## src/common/mcfs_pkg.sv

```systemverilog
`default_nettype none
package mcfs_pkg;

  // ****************************************
  // sequencing steps
  // ****************************************
  localparam int PC_STEP   = 1;  // normal advance of the program counter
  localparam int SKIP_STEP = 2;  // advance past a discarded instruction
  localparam int SP_STEP   = 2;  // one stack entry takes two bytes

  // ****************************************
  // reset values and address limits
  // ****************************************
  localparam logic [7:0] SP_RESET   = 8'h00;  // stack pointer after reset
  localparam logic [7:0] BIT_RAM_HI = 8'h3F;  // highest bit-addressable ram byte

  // ****************************************
  // flag update masks, bit 0 zero, 1 carry, 2 aux carry, 3 overflow
  // ****************************************
  localparam int         FLAG_W  = 4;
  localparam logic [3:0] FM_NONE = 4'h0;
  localparam logic [3:0] FM_Z    = 4'h1;
  localparam logic [3:0] FM_C    = 4'h2;
  localparam logic [3:0] FM_ALL  = 4'hF;

  // ****************************************
  // sequencer states, one-hot
  // ****************************************
  typedef enum logic [4:0] {
    ST_RUN    = 5'h01,  // ready for the next instruction
    ST_SECOND = 5'h02,  // second cycle of a two-cycle instruction
    ST_SKIP   = 5'h04,  // discard cycle after a taken skip
    ST_HALT   = 5'h08,  // whole system halted, oscillators off
    ST_IDLE   = 5'h10   // cpu clock gated, oscillators running
  } mcfs_state_t;

  // ****************************************
  // decoded instruction classes
  // ****************************************
  typedef enum logic [4:0] {
    OP_NOFLAG      = 5'h00,  // moves and others touching no flag
    OP_ARITH       = 5'h01,  // add, sub, carry forms, inc, dec
    OP_LOGIC       = 5'h02,  // and, or, xor, not, neg, loads from ram or io
    OP_SHIFT       = 5'h03,  // shifts and io carry swap
    OP_FLAGLOAD    = 5'h04,  // flag restore
    OP_CALL        = 5'h05,
    OP_GOTO        = 5'h06,
    OP_RET         = 5'h07,
    OP_RETI        = 5'h08,
    OP_RETIMM      = 5'h09,
    OP_PCADD       = 5'h0A,
    OP_IDXM        = 5'h0B,
    OP_CMPSKIP     = 5'h0C,
    OP_INCDECSKIP  = 5'h0D,
    OP_BITSKIP_IO  = 5'h0E,
    OP_BITSKIP_RAM = 5'h0F,
    OP_BITSET_RAM  = 5'h10,  // single bit set or clear on ram
    OP_ENGINT      = 5'h11,
    OP_DISGINT     = 5'h12,
    OP_STOPSYS     = 5'h13,
    OP_STOPEXE     = 5'h14,
    OP_RESET       = 5'h15,
    OP_WDRESET     = 5'h16,
    OP_NOP         = 5'h17
  } mcfs_op_t;

endpackage : mcfs_pkg
`default_nettype wire

```

## src/design/mcfs_flag_mask.sv

```systemverilog
`timescale 1ns/1ps
`default_nettype none
module mcfs_flag_mask
  import mcfs_pkg::*;
(
  input  wire mcfs_op_t   op,    // decoded instruction class
  output logic [FLAG_W-1:0] mask // flags this class updates
);

  // ****************************************
  // class to flag mask
  // ****************************************
  always_comb begin
    case (op)
      OP_ARITH, OP_CMPSKIP, OP_INCDECSKIP: mask = FM_ALL;
      OP_LOGIC:                            mask = FM_Z;
      OP_SHIFT:                            mask = FM_C;
      OP_FLAGLOAD:                         mask = FM_ALL;
      default:                             mask = FM_NONE;
    endcase
  end

endmodule : mcfs_flag_mask
`default_nettype wire

```

## src/design/mcfs_bit_guard.sv

```systemverilog
`timescale 1ns/1ps
`default_nettype none
module mcfs_bit_guard
  import mcfs_pkg::*;
(
  input  wire mcfs_op_t   op,         // decoded instruction class
  input  wire logic [7:0] bit_addr,   // ram byte of a bit operation
  output logic            is_ram_bit, // class is a ram bit operation
  output logic            bit_ok      // ram bit operation allowed here
);

  // ****************************************
  // range check, lower bound is address zero
  // ****************************************
  assign is_ram_bit = (op == OP_BITSKIP_RAM) || (op == OP_BITSET_RAM);
  assign bit_ok     = !is_ram_bit || (bit_addr <= BIT_RAM_HI);

endmodule : mcfs_bit_guard
`default_nettype wire

```

## src/design/mcfs_sequencer.sv

```systemverilog
`timescale 1ns/1ps
`default_nettype none
module mcfs_sequencer
  import mcfs_pkg::*;
#(
  parameter int              PC_W    = 12,      // program address width
  parameter int              SP_W    = 8,       // data ram address width
  parameter logic [PC_W-1:0] INT_VEC = 'h010    // interrupt service entry
) (
  input  wire logic              core_clk,       // system clock
  input  wire logic              rst,            // synchronous reset
  input  wire logic              instr_valid,    // decoded instruction present
  output logic                   instr_ready,    // instruction can be taken this cycle
  input  wire mcfs_op_t          instr_op,       // instruction class
  input  wire logic [PC_W-1:0]   instr_target,   // jump or call target
  input  wire logic [7:0]        instr_imm,      // immediate operand
  input  wire logic [7:0]        acc_in,         // current accumulator
  input  wire logic              skip_cond,      // skip condition from alu
  input  wire logic [7:0]        bit_addr,       // ram byte of bit operation
  input  wire logic              irq_req,        // pending interrupt request
  input  wire logic              wake,           // wake from either halt
  input  wire logic [PC_W-1:0]   mem_rdata,      // stack word, cycle after read
  output logic                   mem_we,         // stack write strobe
  output logic                   mem_re,         // stack read strobe
  output logic [SP_W-1:0]        mem_addr,       // stack address
  output logic [PC_W-1:0]        mem_wdata,      // stack write word
  output logic                   irq_ack,        // interrupt taken
  output logic [PC_W-1:0]        program_counter,// current program counter
  output logic [SP_W-1:0]        stack_pointer,  // current stack pointer
  output logic                   gie,            // global interrupt enable
  output logic                   acc_load,       // load accumulator pulse
  output logic [7:0]             acc_value,      // value to load
  output logic [FLAG_W-1:0]      flag_we,        // flag update enables
  output logic                   discard_next,   // next instruction dropped
  output logic                   bit_ram_en,     // ram bit access granted
  output logic                   bit_fault,      // ram bit access refused
  output logic                   sys_halt,       // stop all clocks
  output logic                   cpu_halt,       // gate cpu clock only
  output logic                   chip_reset_req, // whole chip reset pulse
  output logic                   wdt_clear       // watchdog restart pulse
);

  // ****************************************
  // state record
  // ****************************************
  typedef struct packed {
    mcfs_state_t       state;
    logic [PC_W-1:0]   pc;
    logic [SP_W-1:0]   sp;
    logic              gie;
    logic              ret_pend;
    logic              reti_pend;
    logic [FLAG_W-1:0] flag_we;
    logic              acc_load;
    logic [7:0]        acc_value;
    logic              discard;
    logic              chip_reset;
    logic              wdt_clear;
    logic              bit_fault;
  } mcfs_regs_t;

  localparam mcfs_regs_t S_RESET = '{
    state: ST_RUN, pc: '0, sp: SP_W'(SP_RESET), gie: 1'b0, ret_pend: 1'b0,
    reti_pend: 1'b0, flag_we: FM_NONE, acc_load: 1'b0, acc_value: 8'h00,
    discard: 1'b0, chip_reset: 1'b0, wdt_clear: 1'b0, bit_fault: 1'b0};

  mcfs_regs_t          s_reg;
  mcfs_regs_t          s_next;
  logic [FLAG_W-1:0]   op_mask;
  logic                is_ram_bit;
  logic                bit_ok;
  logic                accept;
  logic                irq_take;
  logic                is_ret;

  // ****************************************
  // helpers
  // ****************************************
  mcfs_flag_mask u_flag_mask (
    .op   (instr_op),
    .mask (op_mask)
  );

  mcfs_bit_guard u_bit_guard (
    .op         (instr_op),
    .bit_addr   (bit_addr),
    .is_ram_bit (is_ram_bit),
    .bit_ok     (bit_ok)
  );

  // ****************************************
  // handshake and stack port
  // ****************************************
  // interrupt wins over a new instruction at a boundary
  assign irq_take    = (s_reg.state == ST_RUN) && irq_req && s_reg.gie;
  assign instr_ready = (s_reg.state == ST_RUN) && !irq_take;
  assign accept      = instr_valid && instr_ready;
  assign irq_ack     = irq_take;
  assign is_ret      = (instr_op == OP_RET) || (instr_op == OP_RETI) ||
                       (instr_op == OP_RETIMM);
  assign mem_we      = irq_take || (accept && (instr_op == OP_CALL));
  assign mem_re      = accept && is_ret;
  assign mem_addr    = mem_re ? (s_reg.sp - SP_W'(SP_STEP)) : s_reg.sp;
  assign mem_wdata   = irq_take ? s_reg.pc : (s_reg.pc + PC_W'(PC_STEP));
  assign bit_ram_en  = accept && is_ram_bit && bit_ok;

  // ****************************************
  // next state
  // ****************************************
  always_comb begin
    s_next            = s_reg;
    s_next.flag_we    = FM_NONE;
    s_next.acc_load   = 1'b0;
    s_next.discard    = 1'b0;
    s_next.chip_reset = 1'b0;
    s_next.wdt_clear  = 1'b0;
    s_next.bit_fault  = 1'b0;
    case (s_reg.state)
      ST_RUN: begin
        if (irq_take) begin
          s_next.pc    = INT_VEC;
          s_next.sp    = s_reg.sp + SP_W'(SP_STEP);
          s_next.gie   = 1'b0;
          s_next.state = ST_SECOND;
        end else if (instr_valid) begin
          s_next.flag_we = op_mask;
          s_next.pc      = s_reg.pc + PC_W'(PC_STEP);
          case (instr_op)
            OP_CALL: begin
              s_next.pc    = instr_target;
              s_next.sp    = s_reg.sp + SP_W'(SP_STEP);
              s_next.state = ST_SECOND;
            end
            OP_GOTO: begin
              s_next.pc    = instr_target;
              s_next.state = ST_SECOND;
            end
            OP_RET, OP_RETI, OP_RETIMM: begin
              s_next.sp        = s_reg.sp - SP_W'(SP_STEP);
              s_next.ret_pend  = 1'b1;
              s_next.reti_pend = (instr_op == OP_RETI);
              s_next.state     = ST_SECOND;
              if (instr_op == OP_RETIMM) begin
                s_next.acc_load  = 1'b1;
                s_next.acc_value = instr_imm;
              end
            end
            OP_PCADD: begin
              s_next.pc    = s_reg.pc + PC_W'(acc_in);
              s_next.state = ST_SECOND;
            end
            OP_IDXM: begin
              s_next.state = ST_SECOND;
            end
            OP_CMPSKIP, OP_INCDECSKIP, OP_BITSKIP_IO, OP_BITSKIP_RAM: begin
              if (!bit_ok) begin
                s_next.bit_fault = 1'b1;
              end else if (skip_cond) begin
                s_next.pc      = s_reg.pc + PC_W'(SKIP_STEP);
                s_next.discard = 1'b1;
                s_next.state   = ST_SKIP;
              end
            end
            OP_BITSET_RAM: begin
              s_next.bit_fault = !bit_ok;
            end
            OP_ENGINT:  s_next.gie = 1'b1;
            OP_DISGINT: s_next.gie = 1'b0;
            OP_STOPSYS: s_next.state = ST_HALT;
            OP_STOPEXE: s_next.state = ST_IDLE;
            OP_RESET: begin
              s_next            = S_RESET;
              s_next.chip_reset = 1'b1;
            end
            OP_WDRESET: s_next.wdt_clear = 1'b1;
            default: ;
          endcase
        end
      end
      ST_SECOND: begin
        if (s_reg.ret_pend) begin
          s_next.pc = mem_rdata;
        end
        if (s_reg.reti_pend) begin
          s_next.gie = 1'b1;
        end
        s_next.ret_pend  = 1'b0;
        s_next.reti_pend = 1'b0;
        s_next.state     = ST_RUN;
      end
      ST_SKIP: begin
        s_next.state = ST_RUN;
      end
      ST_HALT, ST_IDLE: begin
        if (wake) begin
          s_next.state = ST_RUN;
        end
      end
      default: s_next = S_RESET;
    endcase
  end

  // ****************************************
  // state register
  // ****************************************
  always_ff @(posedge core_clk) begin
    if (rst) begin
      s_reg <= S_RESET;
    end else begin
      s_reg <= s_next;
    end
  end

  // ****************************************
  // registered outputs
  // ****************************************
  assign program_counter = s_reg.pc;
  assign stack_pointer   = s_reg.sp;
  assign gie             = s_reg.gie;
  assign acc_load        = s_reg.acc_load;
  assign acc_value       = s_reg.acc_value;
  assign flag_we         = s_reg.flag_we;
  assign discard_next    = s_reg.discard;
  assign bit_fault       = s_reg.bit_fault;
  assign sys_halt        = (s_reg.state == ST_HALT);
  assign cpu_halt        = (s_reg.state == ST_IDLE);
  assign chip_reset_req  = s_reg.chip_reset;
  assign wdt_clear       = s_reg.wdt_clear;
endmodule : mcfs_sequencer
`default_nettype wire

```

## config.mk

```make
export PLATFORM = sky130hd
export DESIGN_NAME = mcfs_sequencer
export DESIGN_NICKNAME = d
export VERILOG_FILES = /design/src/common/mcfs_pkg.sv /design/src/design/mcfs_flag_mask.sv /design/src/design/mcfs_bit_guard.sv /design/src/design/mcfs_sequencer.sv
export SDC_FILE = /design/constraint.sdc
export NUM_CORES = 1
export LEC_CHECK = 0
export BUFFER_PORTS_ARGS = -buffer_cell sky130_fd_sc_hd__buf_4
export CORE_MARGIN = 3
export CORE_UTILIZATION = 48
export CTS_CLUSTER_SIZE = 16
export DETAILED_ROUTE_END_ITERATION = 10
export PLACE_DENSITY = 0.79
export SLEW_MARGIN = 25
export SYNTH_ARGS = -nofsm -noshare
export SYNTH_HDL_FRONTEND = slang
export SYNTH_SLANG_ARGS = --single-unit
```

## constraint.sdc

```tcl
create_clock -name core_clk -period 2 [get_ports core_clk]
set_input_delay 0.1 -clock core_clk [delete_from_list [all_inputs] [get_ports core_clk]]
set_output_delay 0.1 -clock core_clk [all_outputs]
set_load 0.01 [all_outputs]
```

# [After elaboration in Yosys (flattened, before gate mapping)]
# Cells that the tools add are included.
[classes] addsub=5 n_reduce_logical=31 eq_ne=40 bitwise_logic=2 muxes=31 n_lt_le_gt_ge=1
[op_table] op="one-hot mux 12 bit (4 select lines)" count=1
[op_table] op="equality test 5 x 4 -> 1 bit (second input constant)" count=9
[op_table] op="two-way mux 45 bit" count=1
[op_table] op="equality test 5 bit (second input constant)" count=8
[op_table] op="one-hot mux 12 bit (3 select lines)" count=1
[op_table] op="two-way mux 17 bit" count=2
[op_table] op="one-hot mux 17 bit (2 select lines)" count=1
[op_table] op="two-way mux 26 bit" count=1
[op_table] op="equality test 5 x 3 -> 1 bit (second input constant)" count=5
[op_table] op="one-hot mux 5 bit (5 select lines)" count=1
[op_table] op="two-way mux 12 bit" count=2
[op_table] op="one-hot mux 8 bit (3 select lines)" count=1
[op_table] op="two-way mux 19 bit" count=1
[op_table] op="one-hot mux 9 bit (2 select lines)" count=1
[op_table] op="one-hot mux 8 bit (2 select lines)" count=1
[op_table] op="equality test 5 x 2 -> 1 bit (second input constant)" count=3
[op_table] op="adder 12 x 1 -> 12 bit (second input constant)" count=1
[op_table] op="adder 12 x 2 -> 12 bit (second input constant)" count=1
[op_table] op="adder 12 x 8 -> 12 bit" count=1
[op_table] op="one-hot mux 4 bit (3 select lines)" count=1
[op_table] op="OR reduction 4 bit" count=3
[op_table] op="equality test 5 x 1 -> 1 bit (second input constant)" count=2
[op_table] op="!= test 2 bit (second input constant)" count=5
[op_table] op="one-hot mux 5 bit (2 select lines)" count=1
[op_table] op="other kinds (27)" count=56
[totals] in_bits=59 reg_bits=45 out_inout_bits=65 elab_cells=123

# [Depth between registers and ports, before layout]
# Gate-level depths: netlist of the first run.
[logic_depth] word_depth=9 mapped_depth=8 depth_no_buf=8

# [Hierarchy]
# From an unflattened synthesis of the first run, not the netlist that was laid out.
[unflattened] cells_unflattened=568 area_unflattened_um2=4222.8
[modules_own_cells] mod="mcfs_sequencer" instances=1 cells_each=552 area_per_inst_um2=4097.7 seq_area_each_um2=880.8
[modules_own_cells] mod="mcfs_flag_mask" instances=1 cells_each=10 area_per_inst_um2=76.3 seq_area_each_um2=0.0
[modules_own_cells] mod="mcfs_bit_guard" instances=1 cells_each=6 area_per_inst_um2=48.8 seq_area_each_um2=0.0

# [Least setup slack after synthesis of the first run]
# OpenSTA, ideal clock, no wires.
[synth_path] kind="reg2reg" start="register s_reg, in the netlist program_counter[0]" end="register s_reg, in the netlist program_counter[8]" required_ns=1.877 slack_ns=-0.166 path_stages_with_launch=9 arrival_time_ns=2.043 setup_ns=0.123 period_less_slack_ns=2.166 n_path_buf=0 path_cell_list="dfxtp_1 > ha_1 > fa_1 > a21o_1 > a221oi_1 > o21bai_1 > a21oi_1 > mux2i_1 > nand3_1"
[synth_between] elab_chain_cells=7 elab_cells_between_ends=9 classes_between="add/sub (3); mux (6)"
[synth_lines] element="start: declaration" line="mcfs_sequencer.sv:67" rtl="mcfs_regs_t s_reg;"
[synth_lines] element="start signal: assignment" line="mcfs_sequencer.sv:210" rtl="s_reg <= s_next;"
[synth_lines] element="adder 12 x 1 -> 12 bit / adder 12 x 2 -> 12 bit (equally long branches)" line="mcfs_sequencer.sv:127, mcfs_sequencer.sv:159"
[synth_lines] element="two-way mux 17 bit" line="mcfs_sequencer.sv:158" rtl="end else if (skip_cond) begin"
[synth_lines] element="two-way mux 17 bit" line="mcfs_sequencer.sv:156" rtl="if (!bit_ok) begin"
[synth_lines] element="one-hot mux 12 bit (4 select lines) *" line="mcfs_sequencer.sv:128" rtl="case (instr_op)"
[synth_lines] element="two-way mux 45 bit *" line="mcfs_sequencer.sv:125" rtl="end else if (instr_valid) begin"
[synth_lines] element="two-way mux 26 bit *" line="mcfs_sequencer.sv:120" rtl="if (irq_take) begin"
[synth_lines] element="one-hot mux 12 bit (3 select lines) *" line="mcfs_sequencer.sv:118" rtl="case (s_reg.state)"
# Mark *: on every way between the ends. The rest lies on a longest branch, timed or not. The select of a mux whose other input is x is not followed.
# A chain may end at the register's enable or synchronous reset.

# [Final worst setup path of the first run]
[layout_path] start="register s_reg, in the netlist program_counter[0]" end="register s_reg, in the netlist program_counter[6]"
# The elaborated chain is that of the path after synthesis.

==> flow_summary.ini, run 1 <==
[global_routing]
grt-ovfl-total = 0
track_usage_pct = 28.8
grt_start_max_net_pins = 23
antenna_found_initial = 0
first_global_vias = 4715
grt_pass1_wl_mm = 23.3

[sta]
worst_pin_slew_ps = 603
fin_crit_ps = 2070
fin_crit_sh_pct = 103
setup_viol = 7
max_freq_mhz = 483
fin_ws_ps = -68.3
worst_clock_skew_ps = 18.0
final_max_slew_viol_count = 0
maxSlewHeadroom_pct = 59.6
hold_viol_final = 0
rsz0062_at_grt = true

[place]
place_ws_ps = -77.9
dpl_cell_area_um2 = 5290
io_buffers = 115
dp_hpwl_mm = 10.8
place_congestion = 0.967

[drt]
firstDrtPassIters = 6
drt_iter0_markers = 569
routed_wl_mm = 15.6
drtAntennaViolNets = 0
wl_met3_mm = 1.75
routed-via-count = 5110
dr.max_layer_used = met4
drc = 0
wl_met2_mm = 7.43
vias_per_cell = 6.36
wl_per_cell_um = 19.4
m1WireLength_mm = 5.84

[cts]
clkLatencyLatePin_ps = 310
root_buffer = clkbuf_8
cts_buffer_depth = 2
cts_buffers = 5
cts-htree-levels = 2
clkTransAtPathRegs_ps = 100
tritoncts = yes
cts_sinks = 43

[yosys]
yosysWarnings = 0
synth_area_leaders = dfxtp_1, buf_4, xnor2_1
synth_seq_area_share_pct = 20.4
synthCells = 555
synth-xor-area-share_pct = 8.29
synthArstFlopShare_pct = 0
synth_compound_area_share_pct = 27.8
synth_fa_ha_area_share_pct = 4.03
synth_simple_gate_area_share_pct = 26.7
ys_types = 84
syn_area_per_cell_um2 = 7.62
synth-seq-cells = 43
synth_top_area_cell = dfxtp_1
muxShareOfSynthArea_pct = 0.710
ys.flop_type = dfxtp_1
syn_area_um2 = 4230
synth_top_family_by_area = compound AO/OA/AOI/OAI gates
yosysTopAreaCellShare_pct = 20.4
synthTopCellsByCount = nand2_1, dfxtp_1, buf_4, a21oi_1, o21ai_0
synth_most_common_cell = nand2_1
synth-edff-count = 0

[worst_setup_path]
crit_required_ps = 2210
reg2reg_from = program_counter[0]
worstPathArrival_ps = 2280
r2r_slack_ps = -70
worstPathMaxFanout = 2
crit_path_end_kind = register
cp-start-kind = register
setup.worst_path.start = program_counter[0]
rr_worst_depth = 9
reg2reg_to = program_counter[6]
criticalPathCategory = reg2reg

[floorplan]
ioPinCount = 124
die_area_um2 = 9970
start_util_pct = 50.4
die_x_um = 99.8
die_y_um = 99.8
core_um2 = 8380
rows = 33

[finish]
largest_register_ff_count = 12
antennaDiodeCount = 0
drive_gt1_share_pct = 41.0
final_area_um2 = 5970
area_growth_syn_to_layout_pct = 41.2
nets = 769

[flow_run]
drv_cap = 0

[min_path]
hp-start = instr_imm[2]
hp-class = in2reg
hold-path-cell-count = 2
hold-path-endpoint = acc_value[2]

[power_and_ir_drop]
power_density_nw_per_um2 = 647
ir_drop_mv = 0.374
power.static_leakage_nw = 2.57

[run_status]
status = complete, but fails checks
violations = negative setup slack
## cell usage in the layout, fill, tap and decap left out, drive strengths merged, types with 17 or more instances in the layout
master	synthesis	routed
inv	17	17
buf	55	195
xnor2	26	26
a21oi	35	35
dfxtp	43	43
nand3	25	25
nor2	31	31
o21ai	33	33
nor3	19	19
nand2	55	55
## critical path, stage by stage, from the launching register on
cell       delay [ps]
dfxtp_2           340
ha_4              160
fa_2              350
a21o_1            210
a221oi_4          340
buf_4             170
xnor2_1            50
nand2_1            60
o2111ai_1         100
and3_1            190
## layout make-up
cell class / instances / area (µm²)
Clock buffer: 5 / 68.8
Clock inverter: 3 / 67.6
Fill cell: 619 / 2410
Inverter: 18 / 70.1
Multi-Input combinational cell: 427 / 3150
Sequential cell: 43 / 880
Tap cell: 105 / 131
Timing Repair Buffer: 202 / 1600
## cell families (layout without fill, tap and decap cells)
logic type	Yosys count	after routing
and+or+nand+nor	202	202
DFF	43	43
AOI/OAI and AO/OA	167	167
muxes	3	3
xor gates and xnor gates	40	40
buffers and inverters	86	228
adders and majority gates	13	13
other	1	2
## layer usage
metal | track usage [%] | vias to the layer above
met5 | 0 | -
met4 | 10.5 | 0
met3 | 6.25 | 71
met2 | 46.8 | 356
met1 | 37.5 | 2384
li1 | - | 2299
## how the worst max path moves through the flow
stage               slack, ps            endpoint  depth (start not counted)
finish                    -70  program_counter[6]                          9
global route             -200  program_counter[8]                          8
CTS                       -40         mem_addr[4]                          7
detailed placement        -80  program_counter[8]                          8
global placement          -70  program_counter[8]                          8
floorplan                  -8  program_counter[8]                          8
## what timing repair did
action,4_1_cts,5_1_grt
setup buffers,6,11
endpoints found under the hold margin,5,1
resized for setup,27,53
setup endpoints to repair,18,31
hold buffers,5,1
pin swaps,9,10
gates cloned,0,1
## power breakdown
part | switching, W | total, W | internal (W)
Clock | 0.000351 | 0.000850 | 0.000499
Sequential | 0.0000769 | 0.000999 | 0.000923
Combinational | 0.00107 | 0.00201 | 0.000938
## metrics by stage
stage	hold WS, ps	TNS [ps]	std cells	power [W]	utilization [%]
floorplan	226	-7.63	556	0.00203	-
finish	8.36	-262	803	0.00386	71.2
detailed placement	316	-160	771	0.00269	63.2
CTS	11.9	-74.2	790	0.00360	67.2
global placement	312	-85.6	771	0.00265	63.2
global route	7.58	-1270	803	0.00404	71.2
Note: power is estimated with default switching activity, not from simulation.
==> inputs of run 2 (changes only) <==
--- a/config.mk
+++ b/config.mk
@@ -5,12 +5,12 @@
 export SDC_FILE = /design/constraint.sdc
 export NUM_CORES = 1
 export LEC_CHECK = 0
-export BUFFER_PORTS_ARGS = -buffer_cell sky130_fd_sc_hd__buf_4
 export CORE_MARGIN = 3
-export CORE_UTILIZATION = 48
+export CORE_UTILIZATION = 50
 export CTS_CLUSTER_SIZE = 16
 export DETAILED_ROUTE_END_ITERATION = 10
-export PLACE_DENSITY = 0.79
+export DONT_BUFFER_PORTS = 1
+export PLACE_DENSITY = 0.69
 export SLEW_MARGIN = 25
 export SYNTH_ARGS = -nofsm -noshare
 export SYNTH_HDL_FRONTEND = slang
==> run 2 against run 1 <==
Against the previous run: the run still ends with negative setup slack left; critical endpoint is now program_counter[10]; die area fell by 3.8%; clock-buffer cell count stayed put; routed wire length down 3.2%; highest routed layer unchanged; cell area down 11%; maximum frequency is 2.5% lower; critical path depth stayed put; first-iteration DRC count shrank 33%; largest cell class unchanged; setup slack worse by 54 ps; global-route usage shrank 0.85 points; hold slack got worse by 2.3 ps; cell count decreased by 12%.
==> flow_summary.ini, run 2 (synthesis results as in run 1) <==
[cts]
clkLatencyLatePin_ps = 310
clkTransAtPathRegs_ps = 100
cts_sinks = 43
cts_buffers = 5
cts_buffer_depth = 2
tritoncts = yes
cts-htree-levels = 2
root_buffer = clkbuf_8

[sta]
maxSlewHeadroom_pct = 41.8
final_max_slew_viol_count = 0
worst_pin_slew_ps = 869
fin_ws_ps = -122
rsz0062_at_grt = true
hold_viol_final = 0
fin_crit_ps = 2120
fin_crit_sh_pct = 106
setup_viol = 5
fin_hold_ws_ps = 6.03
max_freq_mhz = 471
worst_clock_skew_ps = 10.8

[global_routing]
grt-ovfl-total = 0
track_usage_pct = 27.9
antenna_found_initial = 1
grt_start_max_net_pins = 22
grt_pass1_wl_mm = 22.2
first_global_vias = 4273

[finish]
final_cell_mix = buf_4, nand2_1, a21oi_1
area_growth_syn_to_layout_pct = 25.6
nets = 673
final_common_cell = buf_4
fill_cells = 675
final_util_pct = 66.6
largest_register_ff_count = 12
drive_gt1_share_pct = 30.6

[drt]
firstDrtPassIters = 5
wl_per_cell_um = 21.4
vias_per_cell = 6.61
drc = 0
routed_wl_mm = 15.1
routed-via-count = 4662
drtAntennaViolNets = 0
drt_iter0_markers = 382

[floorplan]
die_area_um2 = 9590
rows = 32
ioPinCount = 124
die_y_um = 97.9
start_util_pct = 53.0
core_um2 = 7970
die_x_um = 97.9

[worst_setup_path]
worstPathArrival_ps = 2370
worst-path-buf-inv = 1
cp_cell_sequence = ha_4 > fa_2 > a21o_1 > a221oi_2 > o21bai_2 > buf_4 > nor4b_2 > a211oi_1 > o21ai_1
crit_path_end_kind = register
crit_required_ps = 2250
criticalPathCategory = reg2reg
cp-start-kind = register
max_stage_delay_ps = 360
worstPathMaxFanout = 3
critPathTopFamily = compound AO/OA/AOI/OAI gates
worst_path_max_delay_cell = dfxtp_2

[power_and_ir_drop]
ir_drop_mv = 0.344
comb_power_share_pct = 52.5
power_density_nw_per_um2 = 657
power_w = 0.00349
switching_power_w = 0.00146
power_frac_seq_pct = 29.2
p_sw_share_pct = 42.0
power.static_leakage_nw = 2.05
pwr-share-clk_pct = 18.3
p_int_w = 0.00202

[run_status]
violations = negative setup slack
status = complete, but fails checks

[place]
place_congestion = 0.978
dp_hpwl_mm = 10.0
io_buffers = 0

[flow_run]
drv_cap = 0

[min_path]
hp-class = in2reg
## run 2: cell type report
class	count	area, µm²	share of cell area (%)
multi-input combinational	428	3220	60.7
tap	102	128	2.40
antenna	1	2.50	0.0471
clock buffer	5	68.8	1.30
timing repair buffer	105	900	16.9
inverter	18	72.6	1.37
clock inverter	3	26.3	0.495
sequential	43	887	16.7
## run 2: worst paths after layout
path	startpoint	to	slack [ps]	depth (start not counted)
setup / recovery	program_counter[0]	program_counter[10]	-120	9
hold / removal	mem_rdata[4]	program_counter[4]	6	2
setup reg to reg	program_counter[0]	program_counter[10]	-120	9
hold reg to reg	s_reg[17]	s_reg[17]	490	2
## run 2: worst register-to-register path: cells and delay by family (launching register included)
kind,cells,cell delay [ps]
AOI/OAI and AO/OA,5,850
adders and majority gates,2,500
buffers and inverters,1,150
DFF,1,360
and+or+nand+nor,1,200
## run 2: repair_timing
action | in CTS | in global routing
cloned | 1 | 2
hold buffers | 15 | 0
setup buffers | 9 | 17
endpoints found under the hold margin | 30 | 0
gates resized for setup | 27 | 62
pin swaps | 11 | 17
endpoints found under the setup margin | 30 | 33
## run 2: power groups by stage
stage	Sequential [W]	Clock [W]	Combinational, W
2_1_floorplan	0.00100	0	0.00103
3_3_place_gp	0.00100	0	0.00137
3_5_place_dp	0.00101	0	0.00139
4_1_cts	0.000993	0.000645	0.00152
5_1_grt	0.00103	0.000680	0.00194
6_report	0.00102	0.000638	0.00183
## run 2: per-stage QoR
step	setup WS [ps]	setup TNS, ps	cells	instance area [µm²]
after floorplan	-7.63	-7.63	556	4240
after global placement	-73.0	-114	652	4420
after detailed placement	-99.1	-368	652	4420
after CTS	-79.1	-110	685	4850
after global routing	-243	-1690	705	5310
final	-122	-312	705	5310
## run 2: routing by layer
metal,up-vias,GRT usage [%],wire (µm)
met5,-,0,0
met4,0,8.41,482
met3,43,5.29,1350
met2,277,45.4,7070
met1,2223,37.6,6160
li1,2119,-,-
